--- config.mk ---
export PLATFORM = sky130hd
export DESIGN_NAME = qaw_watchdog
export DESIGN_NICKNAME = d
export VERILOG_FILES = /design/src/rtl/qaw_pkg.sv /design/src/rtl/qaw_qgen_if.sv /design/src/rtl/qaw_question_gen.sv /design/src/rtl/qaw_watchdog.sv
export SDC_FILE = /design/constraint.sdc
export NUM_CORES = 1
export LEC_CHECK = 0
export BUFFER_PORTS_ARGS = -buffer_cell sky130_fd_sc_hd__buf_2
export CAP_MARGIN = 5
export CORE_MARGIN = 5
export CORE_UTILIZATION = 25
export DETAILED_ROUTE_END_ITERATION = 8
export PLACE_DENSITY = 0.44
export SLEW_MARGIN = 20
export SYNTH_ARGS = -nofsm -noshare
export SYNTH_HDL_FRONTEND = slang
export SYNTH_HIERARCHICAL = 1
export SYNTH_SLANG_ARGS = --single-unit
--- constraint.sdc ---
create_clock -name clk -period 2.6 [get_ports clk]
set_clock_uncertainty 0.15 [all_clocks]
set_input_delay 0.26 -clock clk [delete_from_list [all_inputs] [get_ports clk]]
set_output_delay 0.26 -clock clk [all_outputs]
set_load 0.03 [all_outputs]
--- src/rtl/qaw_pkg.sv ---
// Shared constants, types and helpers of the question-answer watchdog
package qaw_pkg;

  // Clock period of the block's own clock
  localparam int CLK_PERIOD_NS = 25;

  // Error count values
  localparam logic [2:0] EC_INIT = 3'h6;
  localparam logic [2:0] EC_MAX = 3'h7;
  localparam logic [2:0] ALARM_MIN = 3'h5;
  localparam logic [2:0] CNT_MAX = 3'h7;

  // Answer byte index, waits for byte three after a run
  localparam logic [1:0] IDX_RST = 2'h3;
  localparam logic [1:0] IDX_LAST = 2'h0;

  // Cycle timing, counted in watchdog clock ticks
  localparam logic [13:0] WIN_TICKS = 14'h0040;
  localparam logic [13:0] DLY_UNIT_TICKS = 14'h0040;

  // Reset output pulse width
  localparam int RST_HOLD_NS = 500;
  localparam logic [4:0] RST_HOLD_CYC =
    5'((RST_HOLD_NS + CLK_PERIOD_NS - 1) / CLK_PERIOD_NS);

  // Question generator reset values and wrap point
  localparam logic [3:0] QCNT_RST = 4'h0;
  localparam logic [3:0] CHAIN_RST = 4'h0;
  localparam logic [3:0] QCNT_TOP = 4'hF;

  // Monitoring cycle phase
  typedef enum logic {QAW_WAIT, QAW_WIN} qaw_phase_t;

  // State of the main watchdog module
  typedef struct packed {
    logic [1:0] wsync;
    logic wprev;
    logic [1:0] uvsync;
    qaw_phase_t phase;
    logic [13:0] timer;
    logic [7:0] delay;
    logic [1:0] idx;
    logic bad;
    logic [2:0] error_count;
    logic [2:0] rst_cnt;
    logic [2:0] abort_cnt;
    logic abort;
    logic flag;
    logic [4:0] hold;
    logic last_ok;
  } qaw_state_t;

  localparam qaw_state_t QAW_RESET = '{
    wsync: 2'h0, wprev: 1'b0, uvsync: 2'h0, phase: QAW_WAIT,
    timer: 14'h0000, delay: 8'h00, idx: IDX_RST, bad: 1'b0,
    error_count: EC_INIT, rst_cnt: 3'h0, abort_cnt: 3'h0, abort: 1'b0,
    flag: 1'b0, hold: 5'h00, last_ok: 1'b0};

  // State of the question generator
  typedef struct packed {
    logic [3:0] cnt;
    logic [3:0] chain;
    logic [3:0] question;
  } qaw_qstate_t;

  // Question bits from counter and feedback chain
  function automatic logic [3:0] qaw_question(input logic [3:0] cnt,
                                              input logic [3:0] chain);
    qaw_question = {chain[2] ^ cnt[2], chain[0] ^ cnt[0],
                    chain[3] ^ cnt[3], chain[1] ^ cnt[1]};
  endfunction

  // Expected answer byte for a question and byte index
  function automatic logic [7:0] qaw_exp_byte(input logic [3:0] q,
                                              input logic [1:0] idx);
    qaw_exp_byte = {q ^ {2'h0, idx}, ~q};
  endfunction

  // Wait ticks from the response delay setting
  function automatic logic [13:0] qaw_wait_ticks(input logic [7:0] d);
    qaw_wait_ticks = 14'({6'h00, d} * DLY_UNIT_TICKS);
  endfunction

endpackage

--- src/rtl/qaw_qgen_if.sv ---
// Link between the watchdog core and its question generator
interface qaw_qgen_if;
  logic step;
  logic clear;
  logic [3:0] question;
  modport gen (input step, input clear, output question);
  modport user (output step, output clear, input question);
endinterface

--- src/rtl/qaw_question_gen.sv ---
// Question generator: 4-bit counter plus 4-bit feedback chain
module qaw_question_gen
  import qaw_pkg::*;
(
  // Clock and reset
  input wire logic clk,
  input wire logic srst,
  // Core link
  qaw_qgen_if.gen qbus
);

  qaw_qstate_t st_reg;
  qaw_qstate_t st_next;
  logic fb;

  // Step counter on correct answers; chain moves only on counter wrap
  always_comb begin
    st_next = st_reg;
    fb = (st_reg.chain[3] ^ st_reg.chain[2]) | (st_reg.chain == 4'h0);
    if (qbus.clear) begin
      st_next.cnt = QCNT_RST;
      st_next.chain = CHAIN_RST;
    end else if (qbus.step) begin
      st_next.cnt = st_reg.cnt + 4'h1;
      if (st_reg.cnt == QCNT_TOP) begin
        st_next.chain = {st_reg.chain[2:0], fb};
      end
    end
    st_next.question = qaw_question(st_next.cnt, st_next.chain);
  end

  // State register
  always_ff @(posedge clk) begin
    if (srst) begin
      st_reg <= '{cnt: QCNT_RST, chain: CHAIN_RST, question: 4'h0};
    end else begin
      st_reg <= st_next;
    end
  end

  assign qbus.question = st_reg.question;
endmodule

--- src/rtl/qaw_watchdog.sv ---
// Question-answer watchdog core: timing, answer check, error counting
// Behaviour
// - Question readable; host fetches before answering
// - Byte zero or delay write starts cycle
// - Cycle is wait time then window, repeats
// - Good timely answer, nonzero delay: count down
// - Bad, late or zero-delay answer: count up
// - Only byte zero completion must hit window
// - Same question until answered right and timely
// - Error count is three bits, selects actions
// - Error count starts at six, reloads
// - Count above four drives alarm output
// - Overflow resets only when reset enabled
// - Reset event also drives alarm pin low
// - Reset counter stops resets at seven
// - Abort counter counts overflows, overflow at seven ends afterrun
// - Abort counter clears below five or undervoltage
// - Result and next question readable after byte zero
// - Question counter advances only on success
// - Chain steps on counter wrap after success
// - Delay write or expiry keeps question
// - Undervoltage forces counter and chain zero
// - Chain feedback bit3 xor bit2, zero escape
// - Question bits mix chain and counter bits
// - Byte index selects expected byte, starts three
// - Reset enable clear means no overflow reset
// - Reset flag set on reset, cleared on read
module qaw_watchdog
  import qaw_pkg::*;
(
  // Clock and reset
  input wire logic clk,
  input wire logic srst,
  // Pins from other domains
  input wire logic watchdog_clock,
  input wire logic undervoltage_reset,
  // Host answer and delay writes
  input wire logic answer_wr,
  input wire logic [7:0] answer_data,
  input wire logic delay_wr,
  input wire logic [7:0] delay_data,
  // Host configuration and flag read
  input wire logic reset_on_overflow_enable,
  input wire logic flag_rd,
  // Readable state
  output logic [3:0] question_low_reg,
  output logic [3:0] question_high_reg,
  output logic [7:0] response_delay_reg,
  output logic [2:0] reset_count,
  output logic monitor_reset_flag,
  // Protective outputs
  output logic internal_alarm_level,
  output logic algorithmic_watchdog_alarm_o,
  output logic algorithmic_watchdog_alarm_oe,
  output logic monitor_reset_request,
  output logic afterrun_abort
);

  qaw_state_t st_reg;
  qaw_state_t st_next;
  qaw_qgen_if qif ();

  logic wtick;
  logic uv_act;
  logic restart;
  logic ans_done;
  logic cyc_ok;
  logic cyc_err;
  logic ovf;

  // Question generator; cleared while undervoltage is seen
  qaw_question_gen u_qgen (
    .clk(clk),
    .srst(srst),
    .qbus(qif)
  );

  assign qif.step = cyc_ok & ~uv_act;
  assign qif.clear = uv_act;

  // Next-state logic of the whole watchdog
  always_comb begin
    st_next = st_reg;
    restart = 1'b0;
    ans_done = 1'b0;
    cyc_ok = 1'b0;
    cyc_err = 1'b0;
    ovf = 1'b0;
    // Two-flop synchronisers, edges taken from the second stage only
    st_next.wsync = {st_reg.wsync[0], watchdog_clock};
    st_next.wprev = st_reg.wsync[1];
    st_next.uvsync = {st_reg.uvsync[0], undervoltage_reset};
    wtick = st_reg.wsync[1] & ~st_reg.wprev;
    uv_act = st_reg.uvsync[1];
    // Reset pulse width counter
    if (st_reg.hold != 5'h00) begin
      st_next.hold = st_reg.hold - 5'h01;
    end
    // Read clears the flag; a set below in the same cycle wins
    if (flag_rd) begin
      st_next.flag = 1'b0;
    end
    // Wait then window, counted in watchdog ticks
    if (wtick) begin
      if (st_reg.timer != 14'h0000) begin
        st_next.timer = st_reg.timer - 14'h0001;
      end else if (st_reg.phase == QAW_WAIT) begin
        st_next.phase = QAW_WIN;
        st_next.timer = WIN_TICKS - 14'h0001;
      end else begin
        // No complete answer inside the window counts as an error
        cyc_err = 1'b1;
        restart = 1'b1;
      end
    end
    // Byte-wise compare against the expected answer
    if (answer_wr) begin
      st_next.bad = st_reg.bad |
        (answer_data != qaw_exp_byte(question_low_reg, st_reg.idx));
      st_next.idx = st_reg.idx - 2'h1;
      if (st_reg.idx == IDX_LAST) begin
        ans_done = 1'b1;
        restart = 1'b1;
        // Only the last byte is held to the window
        cyc_ok = ~st_next.bad && (st_reg.phase == QAW_WIN) &&
                 (st_reg.delay != 8'h00);
        cyc_err = ~cyc_ok;
        st_next.last_ok = cyc_ok;
      end
    end
    // Delay write restarts the cycle but keeps the question
    if (delay_wr) begin
      st_next.delay = delay_data;
      restart = 1'b1;
    end
    // Sequencer run: back to the wait phase, fresh compare
    if (restart) begin
      st_next.phase = QAW_WAIT;
      st_next.timer = qaw_wait_ticks(st_next.delay);
      st_next.idx = IDX_RST;
      st_next.bad = 1'b0;
    end
    // Error count up or down, overflow reloads six
    if (cyc_ok && (st_reg.error_count != 3'h0)) begin
      st_next.error_count = st_reg.error_count - 3'h1;
    end
    if (cyc_err) begin
      if (st_reg.error_count == EC_MAX) begin
        ovf = 1'b1;
        st_next.error_count = EC_INIT;
      end else begin
        st_next.error_count = st_reg.error_count + 3'h1;
      end
    end
    // Overflow consequences
    if (ovf) begin
      if (st_reg.abort_cnt == CNT_MAX) begin
        st_next.abort = 1'b1;
      end else begin
        st_next.abort_cnt = st_reg.abort_cnt + 3'h1;
      end
      if (reset_on_overflow_enable && (st_reg.rst_cnt != CNT_MAX)) begin
        st_next.rst_cnt = st_reg.rst_cnt + 3'h1;
        st_next.hold = RST_HOLD_CYC;
        st_next.flag = 1'b1;
      end
    end
    // Abort state clears with the alarm low, or on undervoltage below
    if (st_reg.error_count < ALARM_MIN) begin
      st_next.abort_cnt = 3'h0;
      st_next.abort = 1'b0;
    end
    // Undervoltage returns everything but the synchronisers to reset
    if (uv_act) begin
      st_next = QAW_RESET;
      st_next.wsync = {st_reg.wsync[0], watchdog_clock};
      st_next.wprev = st_reg.wsync[1];
      st_next.uvsync = {st_reg.uvsync[0], undervoltage_reset};
    end
  end

  // State register
  always_ff @(posedge clk) begin
    if (srst) begin
      st_reg <= QAW_RESET;
    end else begin
      st_reg <= st_next;
    end
  end

  // Readable registers
  assign question_low_reg = qif.question;
  assign question_high_reg = {st_reg.last_ok, st_reg.error_count};
  assign response_delay_reg = st_reg.delay;
  assign reset_count = st_reg.rst_cnt;
  assign monitor_reset_flag = st_reg.flag;

  // Protective outputs; the open-drain alarm pin only ever pulls low
  assign internal_alarm_level = st_reg.error_count >= ALARM_MIN;
  assign monitor_reset_request = st_reg.hold != 5'h00;
  assign algorithmic_watchdog_alarm_o = 1'b0;
  assign algorithmic_watchdog_alarm_oe =
    internal_alarm_level | monitor_reset_request;
  assign afterrun_abort = st_reg.abort;
endmodule

After elaboration in Yosys (flattened, before gate mapping)
Index checks and enable logic that the tools add are counted.
{"block": "totals", "register_bits": 60, "inputBits": 24, "out_inout_bits": 25}
{"block": "classes", "add_sub_neg": 8, "n_lt_le_gt_ge": 2, "eq_ne": 7, "n_mux": 27, "bitwise_logic": 18, "reduce_logical": 22}
{"operator": "$mux 14", "n": 4}
{"operator": "$mux 8", "n": 3}
{"operator": "$reduce_and 2->1", "n": 7}
{"operator": "$reduce_bool 14->1", "n": 1}
{"operator": "$sub 14x1->14 const B", "n": 1}
{"operator": "$mux 1", "n": 13}
{"operator": "$mux 6", "n": 2}
{"operator": "$add 3x1->3 const B", "n": 3}
{"operator": "$mux 3", "n": 3}
{"operator": "$ne 8x8->1", "n": 1}
{"operator": "$reduce_bool 8->1", "n": 1}
{"operator": "$eq 3x3->1 const B", "n": 2}
{"operator": "$not 1->1", "n": 6}
{"operator": "$reduce_or 3->1", "n": 2}
{"operator": "$mux 5", "n": 1}
{"operator": "$reduce_bool 5->1", "n": 1}
{"operator": "$sub 5x1->5 const B", "n": 1}
{"operator": "$xor 1x1->1", "n": 5}
{"operator": "$add 4x1->4 const B", "n": 1}
{"operator": "$eq 4x4->1 const B", "n": 1}
{"operator": "$logic_and 1x1->1", "n": 4}
{"operator": "$logic_not 4->1", "n": 1}
{"operator": "$mux 4", "n": 1}
{"operator": "$not 4->4", "n": 1}
{"operator": "other kinds (14)", "n": 18}

Logic depth before layout (Yosys ltp)
{"block": "depth", "depth_word": 12, "ltp_mapped": 11, "ltp_nobuf": 10}

Modules after synthesis
Netlist, hierarchy kept.
{"module": "qaw_watchdog", "n_inst": 1, "cells_each": 312, "area_each_um2": 2691.3, "seq_area_each_um2": 960.9}
{"module": "qaw_question_gen", "n_inst": 1, "cells_each": 58, "area_each_um2": 569.3, "seq_area_each_um2": 240.2}

Worst setup path before layout
Ideal clock, no wire load.
{"block": "synth_path", "kind": "reg2reg", "from": "register st_reg[36] (netlist bit)", "to": "register st_reg[10] (netlist bit)", "arrival_time_ps": 2287, "required_ps": 2331, "path_slack_ps": 44, "path_stages_with_launch": 7, "n_path_buf": 1, "synth_period_minus_slack_ps": 2556, "cell_sequence": "dfxtp_1 or4_4 nor4b_4 a41oi_4 or4_1 buf_2 mux2i_1"}
{"block": "synth_via", "elab_chain_cells": 7}
{"item": "start: declaration", "line": "qaw_watchdog.sv:59", "source": "qaw_state_t st_reg;"}
{"item": "start signal: assignment", "line": "qaw_watchdog.sv:187", "source": "st_reg <= st_next;"}
{"item": "$reduce_bool 14->1 (*)", "line": "qaw_watchdog.sv:105", "source": "if (st_reg.timer != 14'h0000) begin"}
{"item": "$mux 1 (*)", "line": "qaw_watchdog.sv:105"}
{"item": "$mux 1 (*)", "line": "qaw_watchdog.sv:104", "source": "if (wtick) begin"}
{"item": "$mux 1", "line": "qaw_watchdog.sv:121", "source": "if (st_reg.idx == IDX_LAST) begin"}
{"item": "$mux 1 (*)", "line": "qaw_watchdog.sv:117", "source": "if (answer_wr) begin"}
{"item": "$mux 1 (*)", "line": "qaw_watchdog.sv:147", "source": "if (cyc_err) begin"}
{"item": "$reduce_and 2->1 (no line) (*)"}
Mark *: on every way between the ends. The rest lies on a longest branch, timed or not.
A chain may end at the register's enable or synchronous reset.

Worst setup path in the final report
{"block": "layout_path", "from": "register st_reg[39] (netlist bit)", "to": "register st_reg[37] (netlist bit)"}
{"block": "layout_via", "elab_chain_cells": 8}
{"item": "$reduce_bool 14->1 (*)", "line": "qaw_watchdog.sv:105"}
{"item": "$mux 1", "line": "qaw_watchdog.sv:105"}
{"item": "$mux 1", "line": "qaw_watchdog.sv:104"}
{"item": "$mux 1", "line": "qaw_watchdog.sv:121"}
{"item": "$mux 1", "line": "qaw_watchdog.sv:117"}
{"item": "$mux 1", "line": "qaw_watchdog.sv:132", "source": "if (delay_wr) begin"}
{"item": "$ne 3x1->1 (no line) or $reduce_bool 2->1 (tied branches)"}
{"item": "$reduce_and 2->1 (no line)"}
Mark *: on every way between the ends. The rest lies on a longest branch, timed or not. The select of a mux whose other input is x is not followed.

==> metrics.csv <==
stage,metric,value,unit
worst_setup_path,crit path launch type,flip-flop,
clock_tree,worst skew pair latency,330,ps
synth,post-synthesis mux area share,5.53,%
detailed_routing,DR DRC count,0,
detailed_routing,Final Routed Wirelength,8.26,mm
worst_setup_path,Worst R2R Setup Slack,100,ps
pwr,Leak,1.81,nW
clock_tree,CTS Buffer Depth,2,
global_routing,initial antenna violation count,0,
synth,Yosys warnings,6,
layout,P&R area growth vs syn,28.3,%
detailed_routing,ANT nets after route,0,
status,outcome,completed,
global_routing,global-route wire length before repair,14.0,mm
synth,Synth Area per Inst,8.81,µm²
synth,largest cells by area after synthesis,"dfxtp_1 37%, mux2i_1 5.5%, ha_1 5.4%",
sta,slew margin rel.,56.7,%
worst_setup_path,critical path capture point type,flip-flop,
clock_tree,CTS Sinks,60,
sta,Hold Slack,27.6,ps
layout,most frequent cells in the layout,"60 x dfxtp_1, 47 x buf_2, 40 x nor2_1, 32 x buf_4, 26 x nand2_1",
detailed_routing,iteration-0 DRC count of the detailed router,63,
pwr,Gate power share,15.0,%
clock_tree,CTS tree,yes,
worst_setup_path,RR Startpoint,st_reg[39]$_SDFFE_PP0P_,
synth,sequential area share after synthesis,36.8,%
floorplan,die width,124,µm
synth,Synth Area in Adders,5.37,%
sta,Final Cycle Share,96.1,%
global_routing,vias in the first global route,2843,
detailed_routing,first drt pass iteration count,4,
synth,async set or reset register ratio after synthesis,0,%
detailed_routing,M1 WL,3.75,mm
worst_setup_path,crit path from,st_reg[39]$_SDFFE_PP0P_,
clock_tree,htree depth,3,
global_routing,Overall Global Routing Usage,11.1,%
clock_tree,clock root cell,clkbuf_16,
pwr,worst vdd ir,0.000252,V
synth,Mapped Area,3260,µm²
floorplan,starting density of the core,25.6,%
floorplan,FP Rows,41,
floorplan,# IOs,49,
pwr,Seq pwr share,34.3,%
sta,endpoints failing hold,0,
detailed_routing,vias per cell,4.57,
synth,Post-synth EDFFs,0,
synth,syn nets,408,
layout,max reg flops,30,
pwr,Sw Share,25.0,%
min_path,Worst Hold Class,input port to flip-flop,
worst_setup_path,WP data arrival,2570,ps
worst_setup_path,"Max FO, Critical Path",7,
pwr,Cell Pwr Density,697,nW/µm²
sta,fmax,0.400,GHz
sta,worst-margin pin slew,644,ps
synth,simple-gate share of the synthesized area,22.1,%
worst_setup_path,kind of critical path,flip-flop to flip-flop,
layout,final net count,468,
synth,flip-flop and latch count after synthesis,60,
clock_tree,clock transition at the registers of the reported paths,50,ps
sta,RSZ-0062 raised after global routing,true,
pwr,switching pwr,0.727,mW
pwr,total power,2.91,mW
flow_run,Max Cap Viol,0,
synth,ys flop type,dfxtp_1,
min_path,HP Start,delay_data[2],
layout,final non-filler cell area,4180,µm²
detailed_routing,max layer used,met4,
placed_design,Routability Congestion,0.794,
global_routing,largest net degree at the start of global routing,21,
synth,xor and xnor area share after synthesis,5.68,%
sta,setup violators final,0,
layout,number of fill cells in the layout,1365,
floorplan,die height,124,µm
synth,Synth cell types,53,
placed_design,Port-buffer cells,47,
floorplan,core area,12700,µm²
synth,largest family of logic cells by synthesized area,simple AND/OR/NAND/NOR gates,
sta,Final Critical Period,2500,ps
synth,Synth top area share,36.8,%
synth,post-synthesis cell count,370,
detailed_routing,DR vias,2772,
global_routing,gr ovfl total,0,
layout,"commonest non-fill, non-tap cell in the layout",dfxtp_1,
placed_design,placed instance area,3730,µm²
detailed_routing,wire per inst,13.6,µm
layout,n_diodes,0,
pwr,Clock power frac,50.8,%
layout,share of cells above drive strength 1,25.7,%
placed_design,DP Wirelength,6.16,mm
clock_tree,TritonCTS buffer count,9,
worst_setup_path,Crit path required time,2670,ps
synth,Compound-Gate Fraction of Synth Area,16.3,%
detailed_routing,met3 WL,318,µm
sta,fin. max-slew vios,0,
detailed_routing,WL met2,4.00,mm
pwr,Pint,2.19,mW
floorplan,Die Footprint,15400,µm²
synth,dominant cell type by area after synthesis,dfxtp_1,
[worst paths after layout]
check | endpoint | cells past startpoint
max | st_reg[37]$_SDFFE_PP0P_ | 7
min | response_delay_reg[2]$_SDFF_PP0_ | 3
max reg2reg | st_reg[37]$_SDFFE_PP0P_ | 7
min reg2reg | qif.clear$_SDFF_PP0_ | 1
[worst max-delay path: stages (launching register included)]
cell and delay (ps):
dfxtp_1 310, or4_4 580, nor4b_4 420, buf_6 180, a41o_4 240, buf_4 170, nor4_1 60, a311o_1 280
[cell usage after synthesis (all sizes together) (4+ instances only)]
cell    count
dfxtp      60
nor2       41
buf        26
nand2      26
mux2i      18
inv        16
a21oi      15
ha         14
o21ai      13
nor2b      11
nor3       11
nand3      10
xnor2      10
clkbuf      7
nor4        7
o22ai       7
xor2        6
a221oi      5
nor3b       5
a211oi      4
a31oi       4
and3        4
or4         4
[logic make-up (layout without fill, tap and decap cells)]
group | after synthesis | in the layout
AO/OA/AOI/OAI | 73 | 73
AND/OR/NAND/NOR | 137 | 137
flip-flops | 60 | 60
buffers and inverters | 49 | 114
multiplexers | 18 | 18
adder cells (fa/ha/maj) | 14 | 14
XOR/XNOR | 18 | 18
other | 1 | 1
[power groups by stage]
stage | clock, mW | sequential [mW] | combinational, mW
detailed placement | 0 | 1.02 | 0.418
finish | 1.48 | 0.999 | 0.436
global route | 1.55 | 1.00 | 0.494
floorplan | 0 | 1.01 | 0.306
CTS | 1.51 | 0.998 | 0.424
global placement | 0 | 1.02 | 0.415
[through the flow]
step / setup slack (ps) / util [%] / TNS [ps] / instances
after global placement: -192 / 29.3 / -731 / 586
after detailed placement: -153 / 29.3 / -366 / 586
after CTS: 34.3 / 32.4 / 0 / 604
after global routing: -98.2 / 32.9 / -136 / 607
final: 102 / 32.9 / 0 / 607
after floorplan: 44.0 / - / 0 / 370
[area by class of cell]
cell class | instances | area [µm²] | area share, %
Tap cell | 172 | 215 | 5.15
Inverter | 16 | 60.1 | 1.44
Clock buffer | 10 | 229 | 5.47
Clock inverter | 6 | 136 | 3.26
Timing Repair Buffer | 82 | 507 | 12.1
Multi-Input combinational cell | 261 | 1830 | 43.9
Sequential cell | 60 | 1200 | 28.7
[what timing repair did]
action | 4_1_cts | 5_1_grt
endpoints found under the hold margin | 2 | 0
endpoints found under the setup margin | 8 | 15
buffers inserted | 0 | 3
resized for setup | 3 | 7
hold buffers | 2 | 0
pin swaps | 0 | 2
[per-layer routing]
layer / up-vias / global-route usage, %
met5: - / 0
met4: 0 / 5.22
met3: 14 / 3.69
met2: 39 / 18.3
met1: 1296 / 13.0
li1: 1423 / -
Power figures use the tool's default switching activity.
